$ cat config.mk
export PLATFORM = sky130hd
export DESIGN_NAME = pcf_regs
export DESIGN_NICKNAME = d
export VERILOG_FILES = /design/src/verilog/pcf_pkg.sv /design/src/verilog/pcf_regs.sv
export VERILOG_INCLUDE_DIRS = /design/src /design/src/verilog
export SDC_FILE = /design/constraint.sdc
export NUM_CORES = 1
export LEC_CHECK = 0
export ABC_AREA = 1
export BUFFER_PORTS_ARGS = -buffer_cell sky130_fd_sc_hd__buf_4
export CAP_MARGIN = 25
export CORE_ASPECT_RATIO = 1.5
export CORE_MARGIN = 2
export CORE_UTILIZATION = 51
export DETAILED_ROUTE_END_ITERATION = 12
export GPL_ROUTABILITY_DRIVEN = 1
export PLACE_DENSITY = 0.76
export SLEW_MARGIN = 5
export SYNTH_ARGS = -nofsm -noshare
export SYNTH_HDL_FRONTEND = slang
export SYNTH_SLANG_ARGS = --single-unit
$ cat constraint.sdc
create_clock -name i_sys_clk -period 1.6 [get_ports i_sys_clk]
set_input_delay 0.32 -clock i_sys_clk [delete_from_list [all_inputs] [get_ports i_sys_clk]]
set_output_delay 0.32 -clock i_sys_clk [all_outputs]
set_load 0.01 [all_outputs]
$ cat src/verilog/pcf_defs.svh
// Offsets, field positions, reset values and timing counts of the synthesizer register bank
// Included by the package and the register bank; definitions only
`ifndef PCF_DEFS_SVH
`define PCF_DEFS_SVH

`define PCF_OFF_IDENT 5'h00
`define PCF_OFF_RSTCTL 5'h01
`define PCF_OFF_REFDIV 5'h02
`define PCF_OFF_INTDIV 5'h03
`define PCF_OFF_FRACDIV 5'h04
`define PCF_OFF_VCOPKT 5'h05
`define PCF_OFF_CALCLK 5'h0a

`define PCF_RST_RSTCTL 10'h002
`define PCF_RST_REFDIV 14'h0001
`define PCF_RST_INTDIV 19'h00019
`define PCF_RST_FRACDIV 24'h000000
`define PCF_RST_VCOPKT 16'h0000
`define PCF_RST_CALSEL 2'h1

`define PCF_PTR_MSB 4
`define PCF_SOFT_RST_BIT 5
`define PCF_CALSEL_LSB 13
`define PCF_CALSEL_MSB 14
`define PCF_PKT_BITS 16
`define PCF_CAL_CLK_MAX_MHZ 50
`define PCF_SYS_CLK_MHZ 40

`endif

$ cat src/verilog/pcf_pkg.sv
// Types shared by the synthesizer register bank
// Assumes pcf_defs.svh is on the include path
`include "pcf_defs.svh"

package pcf_pkg;

  typedef struct packed {
    logic [8:0] subsystem_payload;
    logic [3:0] subsystem_reg_index;
    logic [2:0] subsystem_select;
  } pcf_packet_t;

  typedef struct packed {
    logic wr;
    logic rd;
    logic [4:0] addr;
    logic [23:0] wdata;
  } pcf_reg_req_t;

  typedef struct packed {
    logic sclk;
    logic sdata;
    logic sen;
  } pcf_link_t;

  typedef enum logic [0:0] {
    PCF_IDLE,
    PCF_SHIFT
  } pcf_state_t;

endpackage

$ cat src/verilog/pcf_regs.sv
// Configuration register bank with forwarder of indirect oscillator packets
// Assumes the host serial port is decoded elsewhere into one-cycle requests on i_sys_clk
`include "pcf_defs.svh"
`timescale 1ns/1ps
`default_nettype none

module pcf_regs #(
  parameter logic [23:0] IDENTITY_CODE = 24'h5a3c01 // Arbitrary value
) (
  input wire logic i_sys_clk,
  input wire logic i_reset_n,
  input wire pcf_pkg::pcf_reg_req_t i_req,
  input wire logic i_open_mode,
  input wire logic i_frac_mode,
  input wire logic i_reference_buffer_on,
  input wire logic i_cal_wr,
  input wire logic [8:0] i_cal_payload,
  output logic [23:0] o_rdata,
  output logic o_rvalid,
  output logic [4:0] o_read_pointer,
  output logic o_soft_reset,
  output logic [13:0] o_ref_divider,
  output logic [18:0] o_integer_divide,
  output logic [23:0] o_frac_divide,
  output logic o_link_busy,
  output pcf_pkg::pcf_link_t o_link
);
  import pcf_pkg::*;

  //////////////////////////////////////////////////////////////////////////////
  // Register storage

  logic [9:0] rstctl_reg;
  logic [13:0] refdiv_reg;
  logic [18:0] intdiv_reg;
  logic [23:0] fracdiv_reg;
  pcf_packet_t vcopkt_reg;
  logic [1:0] calsel_reg;
  logic pending_reg;
  pcf_state_t state_reg;
  logic [15:0] shift_reg;
  logic [3:0] bit_reg;
  logic [7:0] half_reg;
  logic [7:0] half_next;
  logic wr_ident;
  logic wr_pkt;

  assign wr_ident = i_req.wr && (i_req.addr == `PCF_OFF_IDENT);
  assign wr_pkt = i_req.wr && (i_req.addr == `PCF_OFF_VCOPKT);

  always_ff @(posedge i_sys_clk or negedge i_reset_n) begin
    if (!i_reset_n) begin
      rstctl_reg <= `PCF_RST_RSTCTL;
      refdiv_reg <= `PCF_RST_REFDIV;
      intdiv_reg <= `PCF_RST_INTDIV;
      fracdiv_reg <= `PCF_RST_FRACDIV;
      calsel_reg <= `PCF_RST_CALSEL;
    end else if (i_req.wr) begin
      unique case (i_req.addr)
        `PCF_OFF_RSTCTL: rstctl_reg <= i_req.wdata[9:0];
        `PCF_OFF_REFDIV: refdiv_reg <= i_req.wdata[13:0];
        `PCF_OFF_INTDIV: intdiv_reg <= i_req.wdata[18:0];
        `PCF_OFF_FRACDIV: fracdiv_reg <= i_req.wdata;
        `PCF_OFF_CALCLK: calsel_reg <= i_req.wdata[`PCF_CALSEL_MSB:`PCF_CALSEL_LSB];
        default: ;
      endcase
    end
  end

  // Host write wins over a calibration update in the same cycle
  always_ff @(posedge i_sys_clk or negedge i_reset_n) begin
    if (!i_reset_n) begin
      vcopkt_reg <= `PCF_RST_VCOPKT;
    end else if (wr_pkt) begin
      vcopkt_reg <= i_req.wdata[15:0];
    end else if (i_cal_wr) begin
      vcopkt_reg.subsystem_payload <= i_cal_payload;
    end
  end

  //////////////////////////////////////////////////////////////////////////////
  // Register zero: read pointer and soft reset

  always_ff @(posedge i_sys_clk or negedge i_reset_n) begin
    if (!i_reset_n) begin
      o_read_pointer <= 5'h00;
      o_soft_reset <= 1'b0;
    end else begin
      o_soft_reset <= wr_ident && i_req.wdata[`PCF_SOFT_RST_BIT];
      if (wr_ident && i_req.wdata[`PCF_SOFT_RST_BIT]) begin
        o_read_pointer <= 5'h00;
      end else if (wr_ident && i_open_mode) begin
        o_read_pointer <= i_req.wdata[`PCF_PTR_MSB:0];
      end
    end
  end

  //////////////////////////////////////////////////////////////////////////////
  // Read port, one cycle latency, unmapped reads as zero

  always_ff @(posedge i_sys_clk or negedge i_reset_n) begin
    if (!i_reset_n) begin
      o_rdata <= 24'h000000;
      o_rvalid <= 1'b0;
    end else begin
      o_rvalid <= i_req.rd;
      if (i_req.rd) begin
        unique case (i_req.addr)
          `PCF_OFF_IDENT: o_rdata <= IDENTITY_CODE;
          `PCF_OFF_RSTCTL: o_rdata <= {14'h0000, rstctl_reg};
          `PCF_OFF_REFDIV: o_rdata <= {10'h000, refdiv_reg};
          `PCF_OFF_INTDIV: o_rdata <= {5'h00, intdiv_reg};
          `PCF_OFF_FRACDIV: o_rdata <= fracdiv_reg;
          `PCF_OFF_VCOPKT: o_rdata <= {8'h00, vcopkt_reg};
          `PCF_OFF_CALCLK: o_rdata <= {9'h000, calsel_reg, 13'h0000};
          default: o_rdata <= 24'h000000;
        endcase
      end
    end
  end

  //////////////////////////////////////////////////////////////////////////////
  // Divider outputs; range limits are the host's burden, not checked here

  always_ff @(posedge i_sys_clk or negedge i_reset_n) begin
    if (!i_reset_n) begin
      o_ref_divider <= `PCF_RST_REFDIV;
      o_integer_divide <= `PCF_RST_INTDIV;
      o_frac_divide <= `PCF_RST_FRACDIV;
    end else begin
      o_ref_divider <= i_reference_buffer_on ? refdiv_reg : `PCF_RST_REFDIV;
      o_integer_divide <= intdiv_reg;
      o_frac_divide <= i_frac_mode ? fracdiv_reg : 24'h000000;
    end
  end

  //////////////////////////////////////////////////////////////////////////////
  // Packet forwarder
  // Calibration clock half period is 2^sel system cycles, so default sel 1
  // gives divide by 4 and never exceeds 20 MHz here

  assign half_next = 8'(1) << calsel_reg;

  // A packet written while busy waits; only the latest one is kept
  always_ff @(posedge i_sys_clk or negedge i_reset_n) begin
    if (!i_reset_n) begin
      pending_reg <= 1'b0;
    end else if (wr_pkt || i_cal_wr) begin
      pending_reg <= 1'b1;
    end else if (state_reg == PCF_IDLE) begin
      pending_reg <= 1'b0;
    end
  end

  always_ff @(posedge i_sys_clk or negedge i_reset_n) begin
    if (!i_reset_n) begin
      state_reg <= PCF_IDLE;
      shift_reg <= 16'h0000;
      bit_reg <= 4'h0;
      half_reg <= 8'h00;
      o_link <= '0;
      o_link_busy <= 1'b0;
    end else begin
      unique case (state_reg)
        PCF_IDLE: begin
          if (pending_reg) begin
            state_reg <= PCF_SHIFT;
            shift_reg <= vcopkt_reg;
            o_link.sdata <= vcopkt_reg[15];
            o_link.sen <= 1'b1;
            o_link_busy <= 1'b1;
            bit_reg <= 4'h0;
            half_reg <= half_next - 8'h01;
          end
        end
        PCF_SHIFT: begin
          if (half_reg != 8'h00) begin
            half_reg <= half_reg - 8'h01;
          end else begin
            half_reg <= half_next - 8'h01;
            if (!o_link.sclk) begin
              o_link.sclk <= 1'b1;
            end else begin
              o_link.sclk <= 1'b0;
              if (bit_reg == 4'hf) begin
                state_reg <= PCF_IDLE;
                o_link.sen <= 1'b0;
                o_link.sdata <= 1'b0;
                o_link_busy <= 1'b0;
              end else begin
                bit_reg <= bit_reg + 4'h1;
                shift_reg <= {shift_reg[14:0], 1'b0};
                o_link.sdata <= shift_reg[14];
              end
            end
          end
        end
      endcase
    end
  end

  //////////////////////////////////////////////////////////////////////////////
  // Checks

  logic [4:0] rise_cnt;
  logic [7:0] high_cnt;

  always_ff @(posedge i_sys_clk or negedge i_reset_n) begin
    if (!i_reset_n) begin
      rise_cnt <= 5'h00;
      high_cnt <= 8'h00;
    end else begin
      if (!o_link.sen) begin
        rise_cnt <= 5'h00;
      end else if (o_link.sclk && half_reg == 8'h00 && state_reg == PCF_SHIFT) begin
        rise_cnt <= rise_cnt;
      end else if (!o_link.sclk && half_reg == 8'h00 && state_reg == PCF_SHIFT) begin
        rise_cnt <= rise_cnt + 5'h01;
      end
      high_cnt <= o_link.sclk ? high_cnt + 8'h01 : 8'h00;
    end
  end

  ident_read_a: assert property (@(posedge i_sys_clk) disable iff (!i_reset_n)
    i_req.rd && i_req.addr == `PCF_OFF_IDENT |=> o_rvalid && o_rdata == IDENTITY_CODE)
    else $error("identity readback wrong");

  ptr_load_a: assert property (@(posedge i_sys_clk) disable iff (!i_reset_n)
    wr_ident && i_open_mode && !i_req.wdata[5] |=> o_read_pointer == $past(i_req.wdata[4:0]))
    else $error("read pointer not loaded");

  ptr_hold_a: assert property (@(posedge i_sys_clk) disable iff (!i_reset_n)
    wr_ident && !i_open_mode && !i_req.wdata[5] |=> $stable(o_read_pointer))
    else $error("read pointer changed outside open variant");

  soft_reset_a: assert property (@(posedge i_sys_clk) disable iff (!i_reset_n)
    wr_ident && i_req.wdata[5] |=> o_soft_reset && o_read_pointer == 5'h00 ##1 !o_soft_reset)
    else $error("soft reset not a single pulse");

  ref_div_a: assert property (@(posedge i_sys_clk) disable iff (!i_reset_n)
    !i_reference_buffer_on |=> o_ref_divider == 14'h0001)
    else $error("reference divider applied without buffer");

  frac_gate_a: assert property (@(posedge i_sys_clk) disable iff (!i_reset_n)
    !i_frac_mode |=> o_frac_divide == 24'h000000)
    else $error("fractional word applied in integer mode");

  cal_keep_a: assert property (@(posedge i_sys_clk) disable iff (!i_reset_n)
    i_cal_wr && !wr_pkt |=> vcopkt_reg[6:0] == $past(vcopkt_reg[6:0])
      && vcopkt_reg[15:7] == $past(i_cal_payload))
    else $error("calibration touched select or index");

  pkt_start_a: assert property (@(posedge i_sys_clk) disable iff (!i_reset_n)
    wr_pkt && state_reg == PCF_IDLE && !pending_reg
      |=> ##1 o_link.sen && shift_reg == $past(i_req.wdata[15:0], 2) && o_link.sdata == shift_reg[15])
    else $error("packet not launched MSB first");

  frame_len_a: assert property (@(posedge i_sys_clk) disable iff (!i_reset_n)
    $fell(o_link.sen) |-> $past(rise_cnt) == 5'd16)
    else $error("frame did not carry sixteen clocks");

  half_rate_a: assert property (@(posedge i_sys_clk) disable iff (!i_reset_n)
    $fell(o_link.sclk) |-> high_cnt == (8'(1) << calsel_reg))
    else $error("link clock high time wrong");

endmodule

`default_nettype wire

==> metrics list <==
- Vias per inst: 5.336
- The worst pin sits at a relative slew slack of 0.6212.
- First-pass GRT wire length: 38.03 mm
- Multi-input gate area: 2988 um^2
- Post-route ant nets: 0
- Cts bufs inserted: 20
- Along the worst path, the maximum fanout reaches 8.
- Overall die height: 163.7 um
- The share of the Yosys chip area taken by registers is 0.5932.
- Summed over all nets, the half-perimeter wirelength after detailed placement is 16.78 mm.
* Number of distinct library cells after synthesis: 31
- Die area: 18,080 um^2
- Global routing usage summed across all routing layers: 0.2615
* Critical path buffers and inverters: 2
* Number of buffer cells added on primary ports: 137
* Final wirelength: 23.48 mm
- At the worst endpoint, the required time is 2030 ps.
- Setup violations remaining at the end of the flow were counted as 0.
- At the end of routability-driven placement, the weighted congestion stood at 0.9078.
- Max H-tree Level: 1
* Maximum frequency from static timing analysis: 649.5 MHz
- Total area of sequential cells: 5142 um^2
- Netlist Area Pre-Place: 8670 um^2
- Clock sinks: 205
- Counting flops with an async set or reset pin after synthesis yields a share of 1.000.
- Reg2Reg Capture Point: shift_reg[6]
* Number of vias after detailed routing: 7,337
- Critical Path Slowest Stage Cell: sky130_fd_sc_hd__dfrtp_1
- Static leakage power: 6.047 nW
* Worst-case clock skew: 12.31 ps
- After the last flow step, the layout net total stands at 1,201.
* Post-synth EDFFs: 0
- 138 I/O pins were placed.
- Wire length per cell after detailed routing: 17.08 um
- For the final routed database, the setup TNS stands at 0 ps.
* Peak VDD IR: 0.9956 mV
* Cell Area, Placed: 10,220 um^2
* Worst stage delay on the critical path: 380 ps
- Type of the tightest min-delay check: in2reg
- The clock reaches the later pin of the worst-skew pair after 490 ps.
- Synthesis produced a netlist with a net count of 1,029.
* Hold Startpoint: i_req[20]
- Counting stages on the worst path, the most repeated cell is sky130_fd_sc_hd__nand2_1.
* Top cell type by total area after synthesis: sky130_fd_sc_hd__dfrtp_1
- The worst register-to-register path has a depth of 9.
- In this run, the number of DRC markers left after iteration 0 of detailed routing was 472.
- DRC errors left: 0
* Via count of the first global-routing pass: 7,443
- Fin. max-slew vios: 0
* Number of maximum-capacitance violations: 0
* Per-instance average area after synthesis: 8.856 um^2
- FF-to-FF setup slack: 60 ps
- Critical setup path kind: reg2reg
- Counting instances, the worst hold path has a depth of 3.
* Worst-case hold path end point: fracdiv_reg[20]
- Antenna Cells: 0
- Clock-pin slew was measured on the worst setup and hold paths at 70 ps.
- In this run the critical register-to-register path is launched from bit_reg[0].
- Counting the fill cells in the layout gives 1,411.
* Crit-path leading delay family: simple AND/OR/NAND/NOR gates
* Register bit count reported by yosys: 205
- Share of cells above drive strength 1: 0.2318
* Final instance count without filler cells: 1,375
- The initial utilization of the core area, before any placement, comes to 0.5194.
* Die X-Extent: 110.5 um
* CTS max path bufs: 3
- In the layout the commonest cells are sky130_fd_sc_hd__nand2_1 (352), sky130_fd_sc_hd__dfrtp_1 (195), sky130_fd_sc_hd__buf_4 (177).
- Power Dens Cells: 1262 nW/um^2
- The run finished with clean final reports.
- The worst setup path is captured at a register.
* Minimum period implied by the final worst setup slack: 1540 ps
* Category of the worst setup path launch point: register
- Of the post-synthesis cell area, the dominant cell type holds 0.5629.
- Row generation in the floorplan step produced 58 rows.
* Number of cells produced by synthesis: 979
- TritonCTS clock tree: built
- Cell chain of the critical path: ha_1, nand2_1, inv_1, nand2_2, nor2_2, nor2_4, clkbuf_16, nand3_1, nand2_1
* Ranking of synthesized cells by area: sky130_fd_sc_hd__dfrtp_1 (56%), sky130_fd_sc_hd__nand2_1 (15%), sky130_fd_sc_hd__nand3_1 (5.0%), sky130_fd_sc_hd__o21ai_0 (4.4%), sky130_fd_sc_hd__inv_1 (3.7%)
- Inst Count DP: 1,330
- Total iterations of the first detailed-routing run: 5
- The hold violation total from the final report came to 0.
- The core region is 16,690 um^2.
- Yosys printed 0 warnings.
- After global routing the overflow that remains totals 0.
- Period utilisation layout: 0.9622
- CTS placed an instance of sky130_fd_sc_hd__clkbuf_16 at the clock tree root.
- For this run, the share of the core covered by cells in the final layout is 0.6619.
- Most frequent standard cell in the layout excluding fill and tap cells: sky130_fd_sc_hd__nand2_1
- Data arrival time of the worst path: 1970 ps
- The most used flip-flop cell after synthesis is sky130_fd_sc_hd__dfrtp_1.
* Largest net degree at the start of global routing: 45
* Layout Area Growth over Synthesis: 27.44%
- The number of antenna violations at the first check in global routing was 0.
- Transition time at the pin with the least slew margin: 566.0 ps
- After routing the design area is 11,050 um^2.
==> where the power goes <==
part           switching, mW  leakage, nW  internal [mW]
clock                   1.95        0.326           2.84
sequential             0.666         2.65           6.08
combinational           1.29         3.07           1.11
total                   3.91         6.05           10.0
==> worst max path at each step <==
stage / from / end / slack, ps / depth (start not counted)
after floorplan: bit_reg[0] / shift_reg[10] / 20 / 10
after global placement: i_req[27] / fracdiv_reg[0] / -40 / 8
after detailed placement: i_req[27] / fracdiv_reg[8] / -90 / 8
after CTS: half_reg[0] / shift_reg[6] / 20 / 11
after global routing: state_reg / half_reg[4] / -50 / 4
final: bit_reg[0] / shift_reg[6] / 60 / 9
==> routing by layer <==
layer | global-route usage | share of wire | routed length, um
met4 | 0.1256 | 0.052 | 1212
met2 | 0.4677 | 0.52 | 12170
met5 | 0 | 0 | 0
met1 | 0.3091 | 0.38 | 8863
met3 | 0.03970 | 0.052 | 1231
==> metrics by stage <==
stage	total power, mW	worst slack [ps]	hold WS [ps]
after detailed placement	9.122	-91.26	297.9
after global routing	14.67	-48.14	75.11
after global placement	9.015	-40.46	291.3
final	13.94	60.43	65.01
after CTS	13.90	16.72	51.68
after floorplan	7.917	21.27	24.41
==> layout make-up <==
| class | count | share of cell area |
|---|---|---|
| Timing Repair Buffer | 193 | 0.1482 |
| Clock inverter | 6 | 0.007588 |
| Inverter | 93 | 0.03205 |
| Tap cell | 210 | 0.02378 |
| Sequential cell | 205 | 0.4655 |
| Multi-Input combinational cell | 638 | 0.2704 |
| Clock buffer | 30 | 0.05243 |
==> cells by family (layout without fill, tap and decap cells) <==
kind of cell | count (synthesis) | after routing | synth area share
buffers and inverters | 137 | 322 | 0.06711
AND/OR/NAND/NOR | 515 | 516 | 0.2572
XOR/XNOR | 7 | 7 | 0.007072
flip-flops | 205 | 205 | 0.5932
adder cells (fa/ha/maj) | 4 | 4 | 0.005773
AO/OA/AOI/OAI | 111 | 111 | 0.06971
==> worst reg2reg max path: stages (launching register included) <==
cell and delay, ps:
sky130_fd_sc_hd__dfrtp_1 380, sky130_fd_sc_hd__ha_1 220, sky130_fd_sc_hd__nand2_1 60, sky130_fd_sc_hd__inv_1 60, sky130_fd_sc_hd__nand2_2 70, sky130_fd_sc_hd__nor2_2 50, sky130_fd_sc_hd__nor2_4 260, sky130_fd_sc_hd__clkbuf_16 230
sky130_fd_sc_hd__nand3_1 70, sky130_fd_sc_hd__nand2_1 70
==> synth_stat cells (2+ instances only) <==
| master | count |
|---|---|
| sky130_fd_sc_hd__nand4_1 | 35 |
| sky130_fd_sc_hd__xor2_1 | 7 |
| sky130_fd_sc_hd__nand2_2 | 5 |
| sky130_fd_sc_hd__a21oi_1 | 3 |
| sky130_fd_sc_hd__nand3_1 | 87 |
| sky130_fd_sc_hd__nor2_4 | 6 |
| sky130_fd_sc_hd__buf_2 | 17 |
| sky130_fd_sc_hd__o211ai_1 | 4 |
| sky130_fd_sc_hd__inv_1 | 85 |
| sky130_fd_sc_hd__o21ai_1 | 16 |
| sky130_fd_sc_hd__nor2_1 | 20 |
| sky130_fd_sc_hd__buf_4 | 5 |
| sky130_fd_sc_hd__dfstp_2 | 10 |
| sky130_fd_sc_hd__nand2_1 | 354 |
| sky130_fd_sc_hd__buf_1 | 3 |
| sky130_fd_sc_hd__inv_2 | 5 |
| sky130_fd_sc_hd__clkinv_1 | 3 |
| sky130_fd_sc_hd__dfrtp_1 | 195 |
| sky130_fd_sc_hd__clkbuf_1 | 15 |
| sky130_fd_sc_hd__nor2_2 | 3 |
| sky130_fd_sc_hd__ha_1 | 4 |
| sky130_fd_sc_hd__nand3b_1 | 2 |
| sky130_fd_sc_hd__o21ai_0 | 77 |
| sky130_fd_sc_hd__o21ai_2 | 10 |
| sky130_fd_sc_hd__buf_6 | 2 |
==> repair_timing <==
item | CTS | global route
hold buffers | 1 | 0
gates resized for setup | 0 | 17
setup endpoints to repair | 0 | 24
hold endpoints to repair | 32 | 0
setup buffers | 0 | 5
Power figures use the tool's default switching activity.
